==> src/power_down_pkg.sv <==
// Purpose: Shared constants and types for the power-down mode controller
// Assumes: 8-bit register port, 16 peripheral modules split over two halt registers
// Notes:   Offsets are byte indices on the plain register port

package power_down_pkg;

  // ==========================================================================
  // Sizes
  localparam int unsigned ADDR_W    = 8;
  localparam int unsigned DATA_W    = 8;
  localparam int unsigned MOD_COUNT = 16;
  localparam int unsigned IRQ_COUNT = 3;
  localparam int unsigned SYNC_W    = IRQ_COUNT + 3;

  // ==========================================================================
  // Register offsets
  localparam logic [7:0] SYS_CTRL_OFFSET  = 8'h00;
  localparam logic [7:0] HALT_HIGH_OFFSET = 8'h01;
  localparam logic [7:0] HALT_LOW_OFFSET  = 8'h02;
  localparam logic [7:0] STATUS_OFFSET    = 8'h03;

  // ==========================================================================
  // Reset values
  localparam logic [7:0] SYS_CTRL_RESET  = 8'h09;
  localparam logic [7:0] HALT_HIGH_RESET = 8'h78;
  localparam logic [7:0] HALT_LOW_RESET  = 8'h00;

  // Pin synchroniser idle levels: {standby_n, reset_n, nmi, irq[2:0]}
  localparam logic [SYNC_W-1:0] SYNC_RESET = 6'h30;

  // ==========================================================================
  // Field positions
  localparam int unsigned SLEEP_SELECT_BIT = 7;
  localparam int unsigned RAM_ENABLE_BIT   = 0;
  localparam int unsigned SYNC_STANDBY_BIT  = 5;
  localparam int unsigned SYNC_RESETPIN_BIT = 4;
  localparam int unsigned SYNC_NMI_BIT     = 3;

  // Module index of the DRAM interface within {halt_high, halt_low}
  localparam int unsigned DRAM_MODULE_BIT = 10;
  localparam logic [MOD_COUNT-1:0] DRAM_MASK = 16'h0001 << DRAM_MODULE_BIT;

  // ==========================================================================
  // Power states
  typedef enum logic [1:0] {
    ST_RUN,
    ST_SW_STANDBY,
    ST_HW_STANDBY
  } power_state_type;

endpackage

==> src/module_standby_gate.sv <==
// Purpose: Halt and reset control for one peripheral module
// Assumes: Standby inputs are next-state flags from the controller, same clock
// Notes:   HOLD_IN_SOFT keeps module registers (DRAM) instead of resetting them, except in hardware standby

`timescale 1ns/100ps

module module_standby_gate #(
  parameter bit HOLD_IN_SOFT = 1'b0
) (
  // Clock and reset
  input  wire logic clk_sys,
  input  wire logic reset,
  // Control
  input  wire logic halt_bit,
  input  wire logic sw_standby_next,
  input  wire logic hw_standby_next,
  // Module side
  output logic      module_halt,
  output logic      module_reset
);

  // ==========================================================================
  // Halt follows any standby cause; reset is skipped for a held module except in hardware standby
  always_ff @(posedge clk_sys) begin
    if (reset) begin
      module_halt <= 1'b0;
    end else begin
      module_halt <= halt_bit | sw_standby_next | hw_standby_next;
    end
  end

  always_ff @(posedge clk_sys) begin
    if (reset) begin
      module_reset <= 1'b0;
    end else if (HOLD_IN_SOFT) begin
      // Module standby and software standby both keep its registers
      module_reset <= hw_standby_next;
    end else begin
      module_reset <= halt_bit | sw_standby_next | hw_standby_next;
    end
  end

endmodule // module_standby_gate

==> src/power_down_ctrl.sv <==
// Purpose: Power-down mode controller: software, hardware and module standby
// Assumes: Core and register port on clk_sys; standby, reset, NMI and IRQ are pins
// Notes:   clock_stop tells the clock generator to stop; this logic keeps running
//
// Summary of operation
// RULE1: Sleep instruction with select bit 1 enters software standby, halting clock and core.
// RULE2: Software standby ends on NMI, IRQ0..2, reset pin or standby pin.
// RULE3: Both standby modes initialise refresh counter and refresh status bits 7..6.
// RULE4: Standby pin low enters hardware standby: all modules reset, ports float.
// RULE5: Software clears RAM enable before hardware standby is entered.
// RULE6: A set halt bit halts its module while clock and core keep running.
// RULE7: Setting a halt bit returns that module's registers to initial values. The DRAM module (bit 10) is halted but not reset.
// RULE8: Module standby ends on halt bit clear, reset pin or standby pin.
// RULE9: Software clears a halt bit before reprogramming that module.
// RULE10: Software standby resets all modules but DRAM, holds RAM and ports, clock pin high.
// RULE11: Select bit picks software standby or sleep; it survives an interrupt exit.
//
// The strobed register port and the register addresses were left to the implementer.

`timescale 1ns/100ps

module power_down_ctrl (
  // Clock and reset
  input  wire logic                                     clk_sys,
  input  wire logic                                     reset,
  // Register port
  input  wire logic [power_down_pkg::ADDR_W-1:0]        reg_addr,
  input  wire logic [power_down_pkg::DATA_W-1:0]        reg_wdata,
  input  wire logic                                     reg_write,
  input  wire logic                                     reg_read,
  output logic      [power_down_pkg::DATA_W-1:0]        reg_rdata,
  // Processor core
  input  wire logic                                     sleep_exec,
  output logic                                          core_halt,
  output logic                                          clock_stop,
  output logic                                          core_regs_undefined,
  output logic                                          sleep_mode_req,
  // Pins
  input  wire logic                                     standby_pin_n,
  input  wire logic                                     reset_pin_n,
  input  wire logic                                     nmi_pin,
  input  wire logic [power_down_pkg::IRQ_COUNT-1:0]     irq_pin,
  output logic                                          clock_out_high,
  output logic                                          io_hiz,
  // Peripheral modules
  output logic      [power_down_pkg::MOD_COUNT-1:0]     periph_halt,
  output logic      [power_down_pkg::MOD_COUNT-1:0]     periph_reset,
  output logic                                          refresh_init,
  output logic                                          onchip_ram_enable
);

  import power_down_pkg::*;

  power_state_type       state_reg;
  power_state_type       state_next;
  logic [SYNC_W-1:0]     sync1_reg;
  logic [SYNC_W-1:0]     sync2_reg;
  logic [DATA_W-1:0]     system_control_reg;
  logic [DATA_W-1:0]     module_halt_ctrl_high;
  logic [DATA_W-1:0]     module_halt_ctrl_low;
  logic [MOD_COUNT-1:0]  module_halt_ctrl;
  logic                  standby_ok;
  logic                  reset_pin_ok;
  logic                  nmi_seen;
  logic                  irq_seen;
  logic                  sleep_target_select;
  logic                  regs_to_initial;
  logic                  sw_next;
  logic                  hw_next;

  // ==========================================================================
  // Pin synchronisers
  always_ff @(posedge clk_sys) begin
    if (reset) begin
      sync1_reg <= SYNC_RESET;
      sync2_reg <= SYNC_RESET;
    end else begin
      sync1_reg <= {standby_pin_n, reset_pin_n, nmi_pin, irq_pin};
      sync2_reg <= sync1_reg;
    end
  end

  assign standby_ok          = sync2_reg[SYNC_STANDBY_BIT];
  assign reset_pin_ok        = sync2_reg[SYNC_RESETPIN_BIT];
  assign nmi_seen            = sync2_reg[SYNC_NMI_BIT];
  assign irq_seen            = |sync2_reg[IRQ_COUNT-1:0];
  assign sleep_target_select = system_control_reg[SLEEP_SELECT_BIT];
  assign module_halt_ctrl    = {module_halt_ctrl_high, module_halt_ctrl_low};

  // ==========================================================================
  // Power state machine
  always_comb begin
    state_next = state_reg;
    case (state_reg)
      ST_RUN: begin
        if (!standby_ok) begin
          state_next = ST_HW_STANDBY;                                     // [RULE4]
        end else if (sleep_exec && sleep_target_select && reset_pin_ok) begin
          state_next = ST_SW_STANDBY;                                     // [RULE1] [RULE11]
        end
      end
      ST_SW_STANDBY: begin
        if (!standby_ok) begin
          state_next = ST_HW_STANDBY;                                     // [RULE2] [RULE4]
        end else if (nmi_seen || irq_seen || !reset_pin_ok) begin
          state_next = ST_RUN;                                            // [RULE2]
        end
      end
      ST_HW_STANDBY: begin
        if (standby_ok) begin
          state_next = ST_RUN;
        end
      end
      default: begin
        state_next = ST_RUN;
      end
    endcase
  end

  always_ff @(posedge clk_sys) begin
    if (reset) begin
      state_reg <= ST_RUN;
    end else begin
      state_reg <= state_next;
    end
  end

  assign sw_next = (state_next == ST_SW_STANDBY);
  assign hw_next = (state_next == ST_HW_STANDBY);

  // ==========================================================================
  // Core and pin controls, registered from the next state except the sleep request
  always_ff @(posedge clk_sys) begin
    if (reset) begin
      core_halt  <= 1'b0;
      clock_stop <= 1'b0;
    end else begin
      // Module standby alone never stops the clock or the core
      core_halt  <= (state_next != ST_RUN);                               // [RULE1] [RULE6]
      clock_stop <= (state_next != ST_RUN);                               // [RULE1] [RULE6]
    end
  end

  always_ff @(posedge clk_sys) begin
    if (reset) begin
      core_regs_undefined <= 1'b0;
      io_hiz              <= 1'b0;
    end else begin
      core_regs_undefined <= hw_next;                                     // [RULE4]
      io_hiz              <= hw_next;                                     // [RULE4]
    end
  end

  // Port states are held in software standby; only the clock pin is forced
  always_ff @(posedge clk_sys) begin
    if (reset) begin
      clock_out_high <= 1'b0;
    end else begin
      clock_out_high <= sw_next;                                          // [RULE10]
    end
  end

  always_ff @(posedge clk_sys) begin
    if (reset) begin
      refresh_init <= 1'b0;
    end else begin
      refresh_init <= (state_next != ST_RUN);                             // [RULE3]
    end
  end

  // Sleep mode itself lives in the core; only the request is raised here
  always_ff @(posedge clk_sys) begin
    if (reset) begin
      sleep_mode_req <= 1'b0;
    end else begin
      sleep_mode_req <= (state_reg == ST_RUN) && sleep_exec && !sleep_target_select
                        && standby_ok && reset_pin_ok;                    // [RULE11]
    end
  end

  // ==========================================================================
  // Control registers
  // Reset pin and hardware standby put every control bit back to its initial value
  assign regs_to_initial = !reset_pin_ok || (state_reg == ST_HW_STANDBY);

  always_ff @(posedge clk_sys) begin
    if (reset || regs_to_initial) begin
      system_control_reg <= SYS_CTRL_RESET;
    end else if (reg_write && reg_addr == SYS_CTRL_OFFSET) begin
      // Select bit is changed by a write and cleared by reset pin or hardware standby, never by an interrupt exit
      system_control_reg <= reg_wdata;                                    // [RULE11]
    end
  end

  always_ff @(posedge clk_sys) begin
    if (reset || regs_to_initial) begin
      module_halt_ctrl_high <= HALT_HIGH_RESET;                           // [RULE8]
    end else if (reg_write && reg_addr == HALT_HIGH_OFFSET) begin
      module_halt_ctrl_high <= reg_wdata;
    end
  end

  always_ff @(posedge clk_sys) begin
    if (reset || regs_to_initial) begin
      module_halt_ctrl_low <= HALT_LOW_RESET;                             // [RULE8]
    end else if (reg_write && reg_addr == HALT_LOW_OFFSET) begin
      module_halt_ctrl_low <= reg_wdata;
    end
  end

  assign onchip_ram_enable = system_control_reg[RAM_ENABLE_BIT];

  // ==========================================================================
  // Register read, data one cycle after the strobe
  always_ff @(posedge clk_sys) begin
    if (reset) begin
      reg_rdata <= 8'h00;
    end else if (reg_read) begin
      case (reg_addr)
        SYS_CTRL_OFFSET:  reg_rdata <= system_control_reg;
        HALT_HIGH_OFFSET: reg_rdata <= module_halt_ctrl_high;
        HALT_LOW_OFFSET:  reg_rdata <= module_halt_ctrl_low;
        STATUS_OFFSET:    reg_rdata <= {6'h00, state_reg};
        default:          reg_rdata <= 8'h00;
      endcase
    end else begin
      reg_rdata <= 8'h00;
    end
  end

  // ==========================================================================
  // Per-module halt and reset
  for (genvar i = 0; i < MOD_COUNT; i++) begin : g_module
    module_standby_gate #(
      .HOLD_IN_SOFT (i == DRAM_MODULE_BIT)                                // [RULE3] [RULE10]
    ) u_gate (
      .clk_sys         (clk_sys),
      .reset           (reset),
      .halt_bit        (module_halt_ctrl[i]),                             // [RULE6] [RULE7]
      .sw_standby_next (sw_next),                                         // [RULE10]
      .hw_standby_next (hw_next),                                         // [RULE4]
      .module_halt     (periph_halt[i]),
      .module_reset    (periph_reset[i])
    );
  end
endmodule // power_down_ctrl

==> config.mk <==
export PLATFORM = sky130hd
export DESIGN_NAME = power_down_ctrl
export DESIGN_NICKNAME = d
export VERILOG_FILES = /design/src/power_down_pkg.sv /design/src/module_standby_gate.sv /design/src/power_down_ctrl.sv
export SDC_FILE = /design/constraint.sdc
export NUM_CORES = 1
export LEC_CHECK = 0
export BUFFER_PORTS_ARGS = -buffer_cell sky130_fd_sc_hd__buf_2
export CELL_PAD_IN_SITES_DETAIL_PLACEMENT = 1
export CELL_PAD_IN_SITES_GLOBAL_PLACEMENT = 1
export CORE_UTILIZATION = 41
export DETAILED_ROUTE_END_ITERATION = 10
export MAX_ROUTING_LAYER = met4
export PLACE_DENSITY = 0.86
export REMOVE_ABC_BUFFERS = 1
export SYNTH_ARGS = -nofsm -noshare
export SYNTH_HDL_FRONTEND = slang
export SYNTH_HIERARCHICAL = 1
export SYNTH_SLANG_ARGS = --single-unit
==> constraint.sdc <==
create_clock -name clk_sys -period 3.95 [get_ports clk_sys]
set_input_delay 0.395 -clock clk_sys [delete_from_list [all_inputs] [get_ports clk_sys]]
set_output_delay 0.395 -clock clk_sys [all_outputs]
set_load 0.01 [all_outputs]
---- Word-level counts from Yosys, hierarchy flattened ----
Index checks and enable logic that the tools add are counted.
cells by class
  equality and inequality tests ........... 7
  bitwise operators ....................... 33
  mux-type cells .......................... 7
  reduce and logical (&&, ||, !) cells .... 20
operators with widths
  operator                                             count
  bitwise OR 1 bit                                     32
  case mux 8 bit (4 select lines)                      1
  equality test 8 x 2 -> 1 bit, second input constant  2
  two-way mux 2 bit                                    5
  logical AND 1 bit                                    9
  equality test 8 x 1 -> 1 bit, second input constant  1
  logical NOT 8 bit                                    1
  case mux 2 bit (3 select lines)                      1
  equality test 2 x 1 -> 1 bit, second input constant  2
  equality test 2 bit, second input constant           2
  logical OR 1 bit                                     4
  OR reduction 3 bit                                   1
  logical NOT 1 bit                                    2
  logical NOT 2 bit                                    1
  nonzero test 2 bit                                   1
  OR reduction 2 bit                                   1
  NOT 1 bit                                            1
storage, ports and cells
  bits of input ports ..................... 27
  register bits ........................... 66

---- Depth between registers and ports, before layout ----
  word-level depth ........................ 9
  gate-level depth with buffers ........... 5

---- Cells and area by module ----
The synthesis kept the hierarchy.
modules (own cells, without submodules)
  module                                         area each (sq um)  instances  cells an instance
  power_down_ctrl                                1949.4             1          189
  module_standby_gate at g_module[0].u_gate ...  36.3               15         4
  module_standby_gate at g_module[10].u_gate     55.1               1          5

---- Least setup slack after synthesis ----
Ideal clock, no wire load.
  path kind ............................... register -> register
  start point ............................. reg sync2_reg[1]
  end point ............................... reg g_module[0].u_gate.module_halt
  cell stages (with the launch flop) ...... 6
  setup slack ............................. 1.619 ns
  data arrival time ....................... 2.261 ns
  buffers on the path ..................... 0
  library setup time ...................... 0.070 ns
  cell sequence ........................... dfxtp_1 nor4_1 a22oi_1 nor4bb_1 nor3_1 nor2_1
between the ends
  longest elaborated chain between the ends .. 9
RTL lines
  item                             RTL line                   text
  from (decl)                      power_down_ctrl.sv:57      logic [SYNC_W-1:0] sync2_reg;
  from (signal assigned)           power_down_ctrl.sv:79      sync2_reg <= sync1_reg;
  OR reduction 3 bit               power_down_ctrl.sv:86      assign irq_seen = |sync2_reg[IRQ_COUNT-1:0];
  logical OR 1 bit (2 in series)   power_down_ctrl.sv:105     end else if (nmi_seen || irq_seen || !reset_pin_ok) begin
  two-way mux 2 bit                power_down_ctrl.sv:105
  two-way mux 2 bit                power_down_ctrl.sv:103     if (!standby_ok) begin
  case mux 2 bit (3 select lines)  power_down_ctrl.sv:94      case (state_reg)
  equality test 2 x 1 -> 1 bit     power_down_ctrl.sv:128     assign sw_next = (state_next == ST_SW_STANDBY);
  net sw_next                      power_down_ctrl.sv:68      logic sw_next;
  bitwise OR 1 bit (2 in series)   module_standby_gate.sv:28  module_halt <= halt_bit | sw_standby_next | hw_standby_next;
  to (signal assigned)             module_standby_gate.sv:28
  to (decl)                        module_standby_gate.sv:18  output logic module_halt,
The timed path passes the listed nets, and every way through them passes these cells.
A chain may end at the register's enable or synchronous reset.

---- Worst setup path after layout ----
  start point ............................. in reg_addr[3] in the netlist's numbering
  end point ............................... reg module_halt_ctrl_low[0]
between the ends
  longest elaborated chain between the ends .. 2
RTL lines
  item                          RTL line                text
  from (decl)                   power_down_ctrl.sv:27   input wire logic [power_down_pkg::ADDR_W-1:0] reg_addr,
  equality test 8 x 2 -> 1 bit  power_down_ctrl.sv:206  end else if (reg_write && reg_addr == HALT_LOW_OFFSET) begin
  logical AND 1 bit             power_down_ctrl.sv:206
  to (signal assigned)          power_down_ctrl.sv:207  module_halt_ctrl_low <= reg_wdata;
  to (decl)                     power_down_ctrl.sv:60   logic [DATA_W-1:0] module_halt_ctrl_low;
No other way between the ends.

==> qor.csv <==
metric;value;unit
status;finished clean;
place_congestion;0.8445;
grt.overflow.total;0;
async_flop_share;0;%
antenna_cells;0;
finalHoldViolCount;0;
period_minus_slack;2089;ps
worst_ep_arrival_time;2350;ps
die_h;80.85;um
nets;339;
critPathRequiredTime;4210;ps
post_cts_buffers;0;
rows;28;
maxCapViolations;0;
cts_resized;0;
htreeDepth;3;
yosysWarnings;6;
final_common_cell;buf_2;
power.leakage;1.435;nW
grt_usage;20.79;%
powerDensity;454.7;nW/um^2
grt_pass1_wl;9708;um
hpwl;4353;um
worstHoldPathType;input port to flip-flop;
path_clk_slew;70;ps
slew_viol_final;0;
clock_latency;340;ps
clock.fmax;0.4787;GHz
avgSynthCellArea;10.03;sq um
dieWidth;80.85;um
rsz0062_at_grt;false;
grt_pass1_vias;2007;
cp_max_fo;8;
skew;7.212;ps
whs;230.6;ps
syn_area;2549;sq um
setup_viol;0;
tightest_slew;949.0;ps
final_cell_mix;74 x buf_2, 67 x dfxtp_1, 27 x mux2i_1;
netlist_instances;254;
synthFlopType;dfxtp_1;
dieArea;6536;sq um
firstDrtPassIters;4;
start_util;42.79;%
synth_edf_count;0;
ctsHoldBuffers;0;
endpoint_kind;flip-flop;
cts_tree;yes;
irDropWorstVdd;0.1973;mV
ant_nets;0;
finalCritPeriodShare;52.88;%
io_buffers;74;
relSlewSlack;36.15;%
synth_seq_area_share;52.63;%
drc;0;
critical_path_class;input port to flip-flop;
antenna_found_initial;0;
num_io_pins;75;
drt-total-wl;6249;um
clockBufferDepth;2;
grt_max_degree;35;
largest_reg_flops;16;
wl_per_cell;15.98;um
yosys_register_bits;67;
via_count;2032;
largest_register;g_module.u_gate/module_halt;
post_drt_via_cell_ratio;5.197;
cp-start-kind;input port;
cts_num_sinks;67;
yosysUniqueCellTypes;28;
cts_root_buf;clkbuf_8;
setup_tns;0;ps
drt_iter0_drc;85;
core;5956;sq um
area_growth;20.42;%
cts_inserted_buffers;9;
drive_above_1_share;31.01;%
-- layout make-up --
| cell class | count | area (sq um) |
|---|---|---|
| multi-input cells | 157 | 1032 |
| clock buffers | 13 | 148.9 |
| clock inverters | 2 | 60.06 |
| repair buffers | 77 | 392.9 |
| flip-flops and latches | 67 | 1341 |
| fillers | 700 | 2887 |
| well taps | 75 | 93.84 |
-- synth_stat cells (2+ instances only) --
master / n / share of area [%]
o21ai_0: 3 / 0.59
clkbuf_1: 7 / 1.0
mux4_2: 2 / 1.8
nor3_1: 21 / 4.1
nor3b_1: 2 / 0.59
a2bb2oi_1: 6 / 2.1
nand2b_1: 3 / 0.74
buf_1: 4 / 0.59
buf_4: 18 / 5.3
nor2b_1: 17 / 4.2
nor4_1: 6 / 1.5
nand4b_1: 2 / 0.69
or2_2: 4 / 0.98
mux2i_1: 27 / 11
a31oi_1: 3 / 0.74
nor2_1: 26 / 3.8
dfxtp_1: 67 / 53
nand3_1: 26 / 5.1
-- cell families (layout without fill, tap and decap cells) --
| logic type | after synthesis | count (layout) | share of synthesized area [%] |
|---|---|---|---|
| AND/OR/NAND/NOR | 113 | 113 | 23.71 |
| flip-flops | 67 | 67 | 52.63 |
| buffers and inverters | 30 | 92 | 7.118 |
| multiplexers | 29 | 29 | 12.37 |
| AO/OA/AOI/OAI | 15 | 15 | 4.173 |
-- worst paths after layout --
kind | start | to | slack (ps) | cells past startpoint
setup / recovery | reg_addr[3] | module_halt_ctrl_low[0] | 1860 | 4
hold reg to reg | sync1_reg[4] | sync2_reg[4] | 410 | 1
setup reg to reg | state_reg[0] | module_halt_ctrl_low[1] | 2220 | 3
hold / removal | reset_pin_n | sync1_reg[4] | 230 | 2
-- critical path, cell delays in order --
cell and delay (ps):
buf_2 100, nor4_1 810, nand4b_1 690, mux2i_1 350
-- metrics by stage --
| step | area [sq um] | util, % | setup WS (ps) | power (W) | std cells |
|---|---|---|---|---|---|
| 5_1_grt | 3069 | 51.53 | 1708 | 0.001450 | 391 |
| 4_1_cts | 3069 | 51.53 | 1847 | 0.001406 | 391 |
| 3_3_place_gp | 2860 | 48.03 | 1731 | 0.0007970 | 376 |
| 6_report | 3069 | 51.53 | 1861 | 0.001396 | 391 |
| 2_1_floorplan | 2367 | - | 1619 | 0.0007518 | 224 |
| 3_5_place_dp | 2860 | 48.03 | 1486 | 0.0008005 | 376 |
-- per-layer routing --
| layer | part of all wire (%) | global-route usage, % |
|---|---|---|
| met1 | 43 | 23.77 |
| met2 | 52 | 34.62 |
| met4 | 1.4 | 7.857 |
| met3 | 3.9 | 5.618 |
| met5 | 0 | - |
-- power by group --
part | total [W] | internal, W | switching (W)
clock network | 0.000610 | 0.000370 | 0.000240
logic | 0.0000914 | 0.0000378 | 0.0000536
registers | 0.000694 | 0.000689 | 0.00000542
Power figures use the tool's default switching activity.
